<file path="config.mk">
export PLATFORM = sky130hd
export DESIGN_NAME = uesc_top
export DESIGN_NICKNAME = d
export VERILOG_FILES = /design/src/uesc_pkg.sv /design/src/uesc_top.sv
export VERILOG_INCLUDE_DIRS = /design/src /design/src/src
export SDC_FILE = /design/constraint.sdc
export NUM_CORES = 1
export LEC_CHECK = 0
export BUFFER_PORTS_ARGS = -buffer_cell sky130_fd_sc_hd__clkbuf_2
export CELL_PAD_IN_SITES_DETAIL_PLACEMENT = 1
export CELL_PAD_IN_SITES_GLOBAL_PLACEMENT = 1
export CORE_MARGIN = 2
export CORE_UTILIZATION = 41
export CTS_CLUSTER_DIAMETER = 50
export DETAILED_ROUTE_END_ITERATION = 12
export GPL_ROUTABILITY_DRIVEN = 0
export GPL_TIMING_DRIVEN = 0
export PLACE_DENSITY_LB_ADDON = 0.1
export SLEW_MARGIN = 10
export SYNTH_ARGS = -nofsm -noshare
export SYNTH_HDL_FRONTEND = slang
export SYNTH_SLANG_ARGS = --single-unit
</file>
<file path="constraint.sdc">
create_clock -name CORE_CLK -period 3.34 [get_ports CORE_CLK]
set_clock_uncertainty 0.15 [all_clocks]
set_input_delay 0.668 -clock CORE_CLK [delete_from_list [all_inputs] [get_ports CORE_CLK]]
set_output_delay 0.668 -clock CORE_CLK [all_outputs]
set_load 0.01 [all_outputs]
</file>
<file path="src/uesc_cfg.svh">
// Purpose: constants for the usb error status and control block
// Assumes: 32-bit register bus, 200 MHz core clock
// Notes: byte addresses, bit positions, reset values and timing figures
`ifndef UESC_CFG_SVH
`define UESC_CFG_SVH

// register byte addresses
`define UESC_OFS_FLAGS 8'h00
`define UESC_OFS_ENABLE 8'h04
`define UESC_OFS_CLEAR 8'h08
`define UESC_OFS_CONTROL 8'h0C

// error flag positions
`define UESC_B_STUFF 7
`define UESC_B_BMX 6
`define UESC_B_DMA 5
`define UESC_B_TMO 4
`define UESC_B_PART 3
`define UESC_B_CRC16 2
`define UESC_B_SHARED 1
`define UESC_B_PID 0

// control register positions
`define UESC_C_EN 0
`define UESC_C_PPRST 1
`define UESC_C_RESUME 2
`define UESC_C_HOST 3
`define UESC_C_TOKBUSY 5

// reset values and widths
`define UESC_FLAGS_RST 8'h00
`define UESC_ENABLE_RST 8'h00
`define UESC_CTL_RST 4'h0
`define UESC_RD_ZERO 32'h0000_0000

// axi responses
`define UESC_RESP_OKAY 2'b00
`define UESC_RESP_SLVERR 2'b10

// timing
`define UESC_CLK_NS 5
`define UESC_SOF_NS 1000000
`define UESC_TMO_BITS 5'h10
`define UESC_LSEOP_CYC 4'h8

`endif

</file>
<file path="src/uesc_pkg.sv">
// Purpose: types for the usb error status and control block
// Assumes: included config header holds all numbers
// Notes: event carrier and resume state encoding
package uesc_pkg;

  // hardware events from the usb engine, one-cycle pulses except xmit_active
  typedef struct packed {
    logic bit_stuff;    // packet failed bit stuffing
    logic bmx_addr;     // descriptor table or buffer address invalid
    logic dma_late;     // memory bus grant too late
    logic dma_trunc;    // packet longer than its buffer
    logic part_byte;    // data field not a whole number of bytes
    logic crc16_bad;    // data crc failed
    logic crc5_bad;     // token crc failed
    logic pid_bad;      // packet id check failed
    logic eop_seen;     // end of packet on the bus
    logic resp_seen;    // expected response started
    logic bit_tick;     // one bit time elapsed
    logic xmit_active;  // engine transmitting or receiving (level)
  } uesc_evt_s;

  // resume signalling states, one-hot
  typedef enum logic [2:0] {
    RS_IDLE = 3'b001,
    RS_DRIVE = 3'b010,
    RS_EOP = 3'b100
  } uesc_rs_e;

endpackage : uesc_pkg

</file>
<file path="src/uesc_top.sv">
// Purpose: error flags, interrupt, control bits, frame start and resume for a usb module
// Assumes: events arrive synchronous to CORE_CLK; AXI4-Lite register slave
// Notes: one write and one read outstanding at most; write answers one cycle after taking, read on the taking edge
`include "uesc_cfg.svh"

// Functional notes
// - bit stuffing violation sets flag bit 7
// - invalid descriptor or buffer address sets bit 6
// - late grant or truncated packet sets bit 5
// - over sixteen idle bit times sets bit 4
// - partial byte data field sets bit 3
// - crc16 failure rejects packet, sets bit 2
// - bit 1: host end-of-frame, device crc5
// - flags hardware-set, reset zero, write-one clears
// - flag register upper 24 bits read zero
// - pingpong reset returns pointers to even bank
// - device mode: bit 0 enables module
// - host mode: bit 0 sends frame start each ms
// - host-mode bit change resets host logic
// - host resume release appends low-speed end-of-packet
module uesc_top
  import uesc_pkg::*;
#(
  parameter int SOF_CYC = `UESC_SOF_NS / `UESC_CLK_NS, // cycles per frame
  parameter int SOF_W = 18                            // frame counter width
) (
  input wire logic CORE_CLK,
  input wire logic RESET_N,
  input wire logic [7:0] S_AXI_AWADDR,
  input wire logic S_AXI_AWVALID,
  output logic S_AXI_AWREADY,
  input wire logic [31:0] S_AXI_WDATA,
  input wire logic [3:0] S_AXI_WSTRB,
  input wire logic S_AXI_WVALID,
  output logic S_AXI_WREADY,
  output logic [1:0] S_AXI_BRESP,
  output logic S_AXI_BVALID,
  input wire logic S_AXI_BREADY,
  input wire logic [7:0] S_AXI_ARADDR,
  input wire logic S_AXI_ARVALID,
  output logic S_AXI_ARREADY,
  output logic [31:0] S_AXI_RDATA,
  output logic [1:0] S_AXI_RRESP,
  output logic S_AXI_RVALID,
  input wire logic S_AXI_RREADY,
  input wire uesc_evt_s EV_IN,
  input wire logic TOKEN_BUSY,
  output logic PKT_REJECT,
  output logic MODULE_EN,
  output logic SOF_TOKEN,
  output logic PP_PTR_RESET,
  output logic HOST_LOGIC_RST,
  output logic RESUME_DRIVE,
  output logic LS_EOP_REQ,
  output logic ERR_IRQ
);

  localparam logic [SOF_W-1:0] SOF_LAST = SOF_W'(SOF_CYC - 1); // reload value

  // register bus state
  logic aw_have_q;          // write address held
  logic [7:0] aw_addr_q;    // held write address
  logic w_have_q;           // write data held
  logic [31:0] w_data_q;    // held write data
  logic [3:0] w_strb_q;     // held byte strobes
  logic bvalid_q;           // write answer pending
  logic [1:0] bresp_q;      // write answer code
  logic rvalid_q;           // read answer pending
  logic [1:0] rresp_q;      // read answer code
  logic [31:0] rdata_q;     // read answer data
  logic wr_fire;            // write performed this cycle
  logic rd_take;            // read address taken

  // block state
  logic [7:0] flags_q;      // sticky error flags
  logic [7:0] flags_d;      // next flags
  logic [7:0] enable_q;     // interrupt enables
  logic [3:0] ctl_q;        // control bits
  logic [7:0] set_vec;      // hardware set requests
  logic [7:0] clr_vec;      // software clear requests
  logic host_q;             // host mode delayed, for change detect
  logic [4:0] tmo_cnt_q;    // bit times since end of packet
  logic tmo_arm_q;          // waiting for response
  logic tmo_hit;            // turnaround time-out now
  logic [SOF_W-1:0] sof_cnt_q; // frame counter
  logic sof_zero;           // frame counter at zero
  logic eof_hit;            // end-of-frame error now
  logic resume_q;           // resume bit delayed
  logic [3:0] eop_cnt_q;    // low-speed eop length
  uesc_rs_e rs_q;           // resume state
  logic host_mode;          // operating as host
  logic ctl_en;             // enable bit of control

  // byte lane write of an 8-bit field
  function automatic logic [7:0] lane0(input logic [7:0] old, input logic [31:0] d,
                                       input logic [3:0] s);
    lane0 = s[0] ? d[7:0] : old;
  endfunction : lane0

  // address is one of the four registers
  function automatic logic mapped(input logic [7:0] a);
    mapped = (a == `UESC_OFS_FLAGS) || (a == `UESC_OFS_ENABLE) ||
             (a == `UESC_OFS_CLEAR) || (a == `UESC_OFS_CONTROL);
  endfunction : mapped

  assign host_mode = ctl_q[`UESC_C_HOST];
  assign ctl_en = ctl_q[`UESC_C_EN];

  // ---------------- axi4-lite slave ----------------
  assign S_AXI_AWREADY = !aw_have_q && !bvalid_q;
  assign S_AXI_WREADY = !w_have_q && !bvalid_q;
  assign S_AXI_ARREADY = !rvalid_q;
  assign S_AXI_BVALID = bvalid_q;
  assign S_AXI_BRESP = bresp_q;
  assign S_AXI_RVALID = rvalid_q;
  assign S_AXI_RRESP = rresp_q;
  assign S_AXI_RDATA = rdata_q;
  assign wr_fire = aw_have_q && w_have_q && !bvalid_q;
  assign rd_take = S_AXI_ARVALID && !rvalid_q;

  // write address capture, either order with data
  always_ff @(posedge CORE_CLK) begin
    if (!RESET_N) begin
      aw_have_q <= 1'b0;
      aw_addr_q <= 8'h00;
    end else if (S_AXI_AWVALID && S_AXI_AWREADY) begin
      aw_have_q <= 1'b1;
      aw_addr_q <= S_AXI_AWADDR;
    end else if (wr_fire) begin
      aw_have_q <= 1'b0;
    end
  end

  // write data capture
  always_ff @(posedge CORE_CLK) begin
    if (!RESET_N) begin
      w_have_q <= 1'b0;
      w_data_q <= 32'h0000_0000;
      w_strb_q <= 4'h0;
    end else if (S_AXI_WVALID && S_AXI_WREADY) begin
      w_have_q <= 1'b1;
      w_data_q <= S_AXI_WDATA;
      w_strb_q <= S_AXI_WSTRB;
    end else if (wr_fire) begin
      w_have_q <= 1'b0;
    end
  end

  // write answer, held until taken
  always_ff @(posedge CORE_CLK) begin
    if (!RESET_N) begin
      bvalid_q <= 1'b0;
      bresp_q <= `UESC_RESP_OKAY;
    end else if (wr_fire) begin
      bvalid_q <= 1'b1;
      bresp_q <= mapped(aw_addr_q) ? `UESC_RESP_OKAY : `UESC_RESP_SLVERR;
    end else if (S_AXI_BREADY) begin
      bvalid_q <= 1'b0;
    end
  end

  // read answer; upper bits always zero
  always_ff @(posedge CORE_CLK) begin
    if (!RESET_N) begin
      rvalid_q <= 1'b0;
      rresp_q <= `UESC_RESP_OKAY;
      rdata_q <= `UESC_RD_ZERO;
    end else if (rd_take) begin
      rvalid_q <= 1'b1;
      rresp_q <= mapped(S_AXI_ARADDR) ? `UESC_RESP_OKAY : `UESC_RESP_SLVERR;
      rdata_q <= `UESC_RD_ZERO;
      unique case (S_AXI_ARADDR)
        `UESC_OFS_FLAGS: rdata_q[7:0] <= flags_q;
        `UESC_OFS_ENABLE: rdata_q[7:0] <= enable_q;
        `UESC_OFS_CONTROL: begin
          rdata_q[3:0] <= ctl_q;
          rdata_q[`UESC_C_TOKBUSY] <= TOKEN_BUSY;
        end
        default: rdata_q <= `UESC_RD_ZERO; // clear register and holes read zero
      endcase
    end else if (S_AXI_RREADY) begin
      rvalid_q <= 1'b0;
    end
  end

  // ---------------- error flags ----------------
  // turnaround watch: count bit times after an end of packet
  always_ff @(posedge CORE_CLK) begin
    if (!RESET_N) begin
      tmo_arm_q <= 1'b0;
      tmo_cnt_q <= 5'h00;
    end else if (EV_IN.eop_seen) begin
      tmo_arm_q <= 1'b1;
      tmo_cnt_q <= 5'h00;
    end else if (EV_IN.resp_seen || tmo_hit) begin
      tmo_arm_q <= 1'b0;
    end else if (tmo_arm_q && EV_IN.bit_tick) begin
      tmo_cnt_q <= tmo_cnt_q + 5'h01;
    end
  end

  // seventeenth idle bit time is more than sixteen
  assign tmo_hit = tmo_arm_q && EV_IN.bit_tick && !EV_IN.resp_seen &&
                   (tmo_cnt_q == `UESC_TMO_BITS);
  assign eof_hit = host_mode && sof_zero && EV_IN.xmit_active;

  // hardware set sources per flag
  always_comb begin
    set_vec = 8'h00;
    set_vec[`UESC_B_STUFF] = EV_IN.bit_stuff;
    set_vec[`UESC_B_BMX] = EV_IN.bmx_addr;
    set_vec[`UESC_B_DMA] = EV_IN.dma_late || EV_IN.dma_trunc;
    set_vec[`UESC_B_TMO] = tmo_hit;
    set_vec[`UESC_B_PART] = EV_IN.part_byte;
    set_vec[`UESC_B_CRC16] = EV_IN.crc16_bad;
    set_vec[`UESC_B_SHARED] = host_mode ? eof_hit : EV_IN.crc5_bad;
    set_vec[`UESC_B_PID] = EV_IN.pid_bad;
  end

  // write of ones to flags or clear register clears; zeros leave flags alone
  always_comb begin
    clr_vec = 8'h00;
    if (wr_fire && w_strb_q[0] &&
        (aw_addr_q == `UESC_OFS_FLAGS || aw_addr_q == `UESC_OFS_CLEAR)) begin
      clr_vec = w_data_q[7:0];
    end
    flags_d = (flags_q & ~clr_vec) | set_vec; // set wins over clear
  end

  // sticky flag storage
  always_ff @(posedge CORE_CLK) begin
    if (!RESET_N) begin
      flags_q <= `UESC_FLAGS_RST;
    end else begin
      flags_q <= flags_d;
    end
  end

  // crc16 failure rejects the packet
  always_ff @(posedge CORE_CLK) begin
    if (!RESET_N) begin
      PKT_REJECT <= 1'b0;
    end else begin
      PKT_REJECT <= EV_IN.crc16_bad;
    end
  end

  // interrupt enables
  always_ff @(posedge CORE_CLK) begin
    if (!RESET_N) begin
      enable_q <= `UESC_ENABLE_RST;
    end else if (wr_fire && aw_addr_q == `UESC_OFS_ENABLE) begin
      enable_q <= lane0(enable_q, w_data_q, w_strb_q);
    end
  end

  assign ERR_IRQ = |(flags_q & enable_q);

  // ---------------- control ----------------
  // control register write
  always_ff @(posedge CORE_CLK) begin
    if (!RESET_N) begin
      ctl_q <= `UESC_CTL_RST;
    end else if (wr_fire && aw_addr_q == `UESC_OFS_CONTROL && w_strb_q[0]) begin
      ctl_q <= w_data_q[3:0];
    end
  end

  // registered control outputs
  always_ff @(posedge CORE_CLK) begin
    if (!RESET_N) begin
      MODULE_EN <= 1'b0;
      PP_PTR_RESET <= 1'b0;
      host_q <= 1'b0;
      HOST_LOGIC_RST <= 1'b0;
    end else begin
      MODULE_EN <= ctl_en && !host_mode;
      PP_PTR_RESET <= ctl_q[`UESC_C_PPRST];
      host_q <= host_mode;
      HOST_LOGIC_RST <= host_q != host_mode; // either direction
    end
  end

  assign sof_zero = (sof_cnt_q == SOF_W'(0));

  // frame counter, host logic, reset on mode change
  always_ff @(posedge CORE_CLK) begin
    if (!RESET_N) begin
      sof_cnt_q <= SOF_LAST;
      SOF_TOKEN <= 1'b0;
    end else if (host_q != host_mode || !(host_mode && ctl_en)) begin
      sof_cnt_q <= SOF_LAST;
      SOF_TOKEN <= 1'b0; // no frame starts when disabled
    end else begin
      sof_cnt_q <= sof_zero ? SOF_LAST : sof_cnt_q - SOF_W'(1);
      SOF_TOKEN <= sof_zero; // one token per frame period
    end
  end

  // resume signalling; software times the hold
  always_ff @(posedge CORE_CLK) begin
    if (!RESET_N) begin
      rs_q <= RS_IDLE;
      resume_q <= 1'b0;
      eop_cnt_q <= 4'h0;
    end else begin
      resume_q <= ctl_q[`UESC_C_RESUME];
      unique case (rs_q)
        RS_IDLE: begin
          if (ctl_q[`UESC_C_RESUME]) begin
            rs_q <= RS_DRIVE;
          end
        end
        RS_DRIVE: begin
          if (!ctl_q[`UESC_C_RESUME]) begin
            rs_q <= host_mode ? RS_EOP : RS_IDLE;
            eop_cnt_q <= `UESC_LSEOP_CYC;
          end
        end
        RS_EOP: begin
          eop_cnt_q <= eop_cnt_q - 4'h1;
          if (eop_cnt_q == 4'h1) begin
            rs_q <= RS_IDLE;
          end
        end
        default: rs_q <= RS_IDLE;
      endcase
    end
  end

  assign RESUME_DRIVE = rs_q == RS_DRIVE;
  assign LS_EOP_REQ = rs_q == RS_EOP;
endmodule : uesc_top

</file>
== Yosys cells after proc, flatten, opt, wreduce, memory -nomap -nowiden ==
Index checks and enable logic that the tools add are counted.
Word-level totals
  bits in registers: 90
  input port bits: 72
  output and inout bits: 49
  logic and storage cells: 125
Operators by class
  add/sub/neg operators: 3
  eq/ne operators: 15
  mux-type cells: 24
  bitwise gates (word level): 6
  reduce and logical (&&, ||, !) cells: 53
Operators by type and width (count)
  8-bit by 4-bit == test with 1-bit output, second input constant: 4
  1-bit logical AND: 19
  18-bit logical NOT: 1
  18-bit by 1-bit subtractor with 18-bit output, second input constant: 1
  8-bit AND: 2
  8-bit by 3-bit == test with 1-bit output, second input constant: 2
  8-bit logical NOT: 2
  3-bit 2-to-1 mux: 4
  4-bit case mux with 3 select lines: 1
  2-bit nonzero test: 6
  1-bit logical OR: 10
  1-bit 2-to-1 mux: 10
  3-bit case mux with 3 select lines: 1
  8-bit 2-to-1 mux: 1
  8-bit NOT: 1
  8-bit OR: 1
  4-bit case mux with 2 select lines: 1
  8-bit OR reduction: 1
  1-bit logical NOT: 7
  2-bit AND reduction: 3
  5-bit by 1-bit adder with 5-bit output, second input constant: 1
  5-bit == test, second input constant: 1
  4-bit by 1-bit == test with 1-bit output, second input constant: 1
  2-bit 2-to-1 mux: 2
  15 further kinds: 18

== Depth between registers and ports, before layout ==
  depth in word-level cells: 8
  depth in mapped cells: 6
  mapped depth without buffers: 6

== Worst setup path after synthesis ==
No wires, ideal clock.
  path type: input -> register
  from: input port S_AXI_ARADDR[0]
  to: register rdata_q[0] (netlist: S_AXI_RDATA[0])
  library setup time: 0.066 ns
  arrival time: 2.000 ns
  data required time: 3.124 ns
  path slack: 1.124 ns
  stages: 4
  path buffers: 0
  cells stage by stage: or4_1 > nor4b_1 > a22oi_1 > nor2b_1
Between the ends
  cells in the longest elaborated chain, start to end: 2
  elaborated cells between the ends (all ways): 4
  classes of those cells: eq/ne: 2; mux: 1; reduce/logical: 1
RTL lines
  from (decl): line uesc_top.sv:39  | input wire logic [7:0] S_AXI_ARADDR,
  8-bit by 4-bit == test with 1-bit output (tied with other cells): line uesc_top.sv:172  | unique case (S_AXI_ARADDR)
  4-bit case mux with 3 select lines (*): line uesc_top.sv:172
  to (signal assigned): line uesc_top.sv:171  | rdata_q <= `UESC_RD_ZERO;
  to (signal assigned): line uesc_top.sv:173  | `UESC_OFS_FLAGS: rdata_q[7:0] <= flags_q;
  to (signal assigned): line uesc_top.sv:174  | `UESC_OFS_ENABLE: rdata_q[7:0] <= enable_q;
  to (decl): line uesc_top.sv:70  | logic [31:0] rdata_q;
Mark *: on every way between the ends. The rest lies on a longest branch, timed or not.
A chain may end at the register's enable or synchronous reset.

== Worst setup path after layout ==
  from: register rs_q[2]
  to: output port LS_EOP_REQ
Between the ends
  cells in the longest elaborated chain, start to end: 1
RTL lines
  from (decl): line uesc_top.sv:90  | uesc_rs_e rs_q;
  from (signal assigned): line uesc_top.sv:316  | rs_q <= host_mode ? RS_EOP : RS_IDLE;
  3-bit == test: line uesc_top.sv:332  | assign LS_EOP_REQ = rs_q == RS_EOP;
  to (decl): line uesc_top.sv:54  | output logic LS_EOP_REQ,
No other way between the ends.

==> impl_metrics.json <==
{
  "startpoint_type": "flip-flop",
  "timing.hold.ws_ns": 0.289,
  "cp.required_ns": 2.52,
  "final.setup.tns_ns": 0,
  "grt_max_degree": 13,
  "cts_buffers": 9,
  "max_slew.worst_pin.slew_ns": 0.891,
  "syn_avg_cell_area_um2": 8.93,
  "worst_path_max_delay_cell": "or3b_2",
  "max_freq_mhz": 400,
  "drive_above_1_share": 0.202,
  "core_area_um2": 9680,
  "critical-path-top-delay-family": "simple AND/OR/NAND/NOR gates",
  "diodes": 0,
  "h-tree-depth": 3,
  "ys_seq_area_frac": 0.436,
  "gr-usage-all-layers": 0.185,
  "synth_seq_cells": 88,
  "fill_cells": 1208,
  "yosysWarningCount": 0,
  "synthToLayoutAreaGrowth_pct": 18.3,
  "clock-sinks": 88,
  "floorplan.rows": 36,
  "cts_root_buf": "clkbuf_8",
  "finalCriticalPeriod_ns": 2.50,
  "ant_nets": 0,
  "irDropWorstVdd_v": 0.000165,
  "drt_iter0_drc": 52,
  "cts_tree": "done",
  "grt_remaining_overflow": 0,
  "maxCapViolations": 0,
  "hpwlAfterDp_mm": 7.50,
  "crit_buf_inv": 3,
  "cpPeakStageDelay_ns": 0.47,
  "critPathKind": "flip-flop to output port",
  "grt_pass1_vias": 3294,
  "initial_core_util": 0.418,
  "p_leak_nw": 1.94,
  "io_pins": 121,
  "cellPowerDensity_nw_per_um2": 398,
  "grt_pass1_wl_mm": 15.4,
  "synth_cell_types": 50,
  "num_vias": 3409,
  "fp.dieW_um": 103,
  "rsz0062_at_grt": "false",
  "ctsHoldBuffers": 0,
  "cp.arrival_ns": 1.68,
  "fin_crit_sh": 0.749,
  "status": "completed",
  "routed_wirelength_mm": 9.57,
  "setup_violations": 0,
  "final_nets": 632,
  "end_kind": "output port",
  "async_flop_share": 0,
  "synth_area_um2": 4040,
  "synth-edff-count": 0,
  "drt_first_pass_iters": 4,
  "worstHoldPathType": "flip-flop to flip-flop",
  "report.final.slew_viol_count": 0,
  "cts.path.max_buffers": 2,
  "die_area_um2": 10700,
  "multi_input_area_um2": 2060,
  "wl_per_cell_um": 13.8,
  "vias_per_cell": 4.93,
  "grt_antenna_before_repair": 0,
  "die_y_um": 103,
  "critPathMaxFanout": 6,
  "syn_inst": 453,
  "cts_resized": 0,
  "max_slew_margin": 0.401,
  "synthFlopType": "dfxtp_1",
  "clk_pin_slew_ns": 0.08,
  "clock_latency_ns": 0.35,
  "port_buffers": 66,
  "crit_chain": "or3b_2 -> clkbuf_1 -> inv_1 -> clkbuf_2",
  "drc": 0,
  "hold_viol": 0,
  "register_area_um2": 1760,
  "cts_setup_buffers": 0
}
-- cell usage after synthesis (6+ instances only) --
cell type	n	area share
buf_4	26	0.048
a31oi_1	7	0.011
a21boi_0	21	0.039
a22oi_1	9	0.017
nand2b_1	8	0.012
xor2_1	8	0.017
or3_1	6	0.0093
inv_1	16	0.015
o21ai_0	17	0.021
or4_1	6	0.011
nand2_1	58	0.054
dfxtp_1	88	0.44
a21oi_1	13	0.016
and2_1	11	0.017
nor3_1	8	0.0099
xnor2_1	7	0.015
nor2b_1	24	0.037
clkbuf_1	15	0.014
nor2_1	19	0.018
o31ai_1	6	0.011
nand3_1	8	0.0099
mux2i_1	20	0.050
-- stage by stage --
| step | power, mW | std cells | setup slack, ns | cell area (um^2) | utilization |
|---|---|---|---|---|---|
| 3_5_place_dp | 1.31 | 677 | 0.757 | 4630 | 0.479 |
| 4_1_cts | 1.93 | 692 | 0.807 | 4780 | 0.494 |
| 3_3_place_gp | 1.30 | 677 | 0.847 | 4630 | 0.479 |
| 5_1_grt | 2.00 | 692 | 0.711 | 4780 | 0.494 |
| 2_1_floorplan | 1.24 | 478 | 1.12 | 4140 | - |
| 6_report | 1.90 | 692 | 0.837 | 4780 | 0.494 |
-- report_power, final --
part	internal, mW	switching, mW	total (mW)
Sequential	1.08	0.0237	1.10
Clock	0.268	0.353	0.620
Combinational	0.0837	0.0987	0.182
Total	1.43	0.475	1.90
-- per-layer routing --
| layer | share of wire | wire length [um] | up-vias | global-route usage |
|---|---|---|---|---|
| met2 | 0.48 | 4600 | 58 | 0.313 |
| met5 | 0 | 0 | - | 0 |
| met3 | 0.037 | 356 | 13 | 0.0390 |
| met1 | 0.47 | 4490 | 1606 | 0.232 |
| li1 | - | - | 1732 | - |
| met4 | 0.013 | 126 | 0 | 0.0668 |
-- path summary, 6_finish.rpt --
check	startpoint	end	slack [ns]	cells past startpoint
worst max-delay path	rs_q[2]	LS_EOP_REQ	0.84	4
worst min register to register	sof_cnt_q[0]	sof_cnt_q[0]	0.29	1
worst max register to register	sof_cnt_q[5]	sof_cnt_q[13]	1.04	4
worst min-delay path	sof_cnt_q[0]	sof_cnt_q[0]	0.29	1
-- cell type report --
type                            count  share of cell area
Tap cell                          133              0.0348
Multi-Input combinational cell    332               0.431
Buffer                             42              0.0534
Inverter                           16              0.0126
Sequential cell                    88               0.368
Clock inverter                      1             0.00105
Timing Repair Buffer               66              0.0691
Clock buffer                       14              0.0298
-- logic make-up after synthesis --
kind of cell	Yosys count	synth area share
fa+ha+maj	5	0.0155
buf+inv	58	0.0780
simple gates	183	0.251
xor+xnor	15	0.0325
mux	20	0.0495
other cells	1	0.000927
flops	88	0.436
compound gates	83	0.137
-- flip-flops by register name (all words and copies together) (netlist names), 3 cells and up --
register	cells
aw_addr_q	8
sof_cnt_q	18
flags_q	8
tmo_cnt_q	5
rs_q	3
eop_cnt_q	4
w_data_q	8
S_AXI_RDATA	8
ctl_q	4
enable_q	8
-- placed cells by master, fill, tap and decap left out, types with 9 or more instances in the layout --
| cell | n |
|---|---|
| dfxtp_1 | 88 |
| clkbuf_2 | 66 |
| nand2_1 | 58 |
| buf_4 | 26 |
| conb_1 | 26 |
| nor2b_1 | 24 |
| a21boi_0 | 21 |
| clkbuf_1 | 20 |
| mux2i_1 | 20 |
| nor2_1 | 19 |
| o21ai_0 | 17 |
| inv_1 | 16 |
| a21oi_1 | 13 |
| and2_1 | 11 |
| a22oi_1 | 9 |
| clkbuf_8 | 9 |
(Power assumes the default switching activity.)
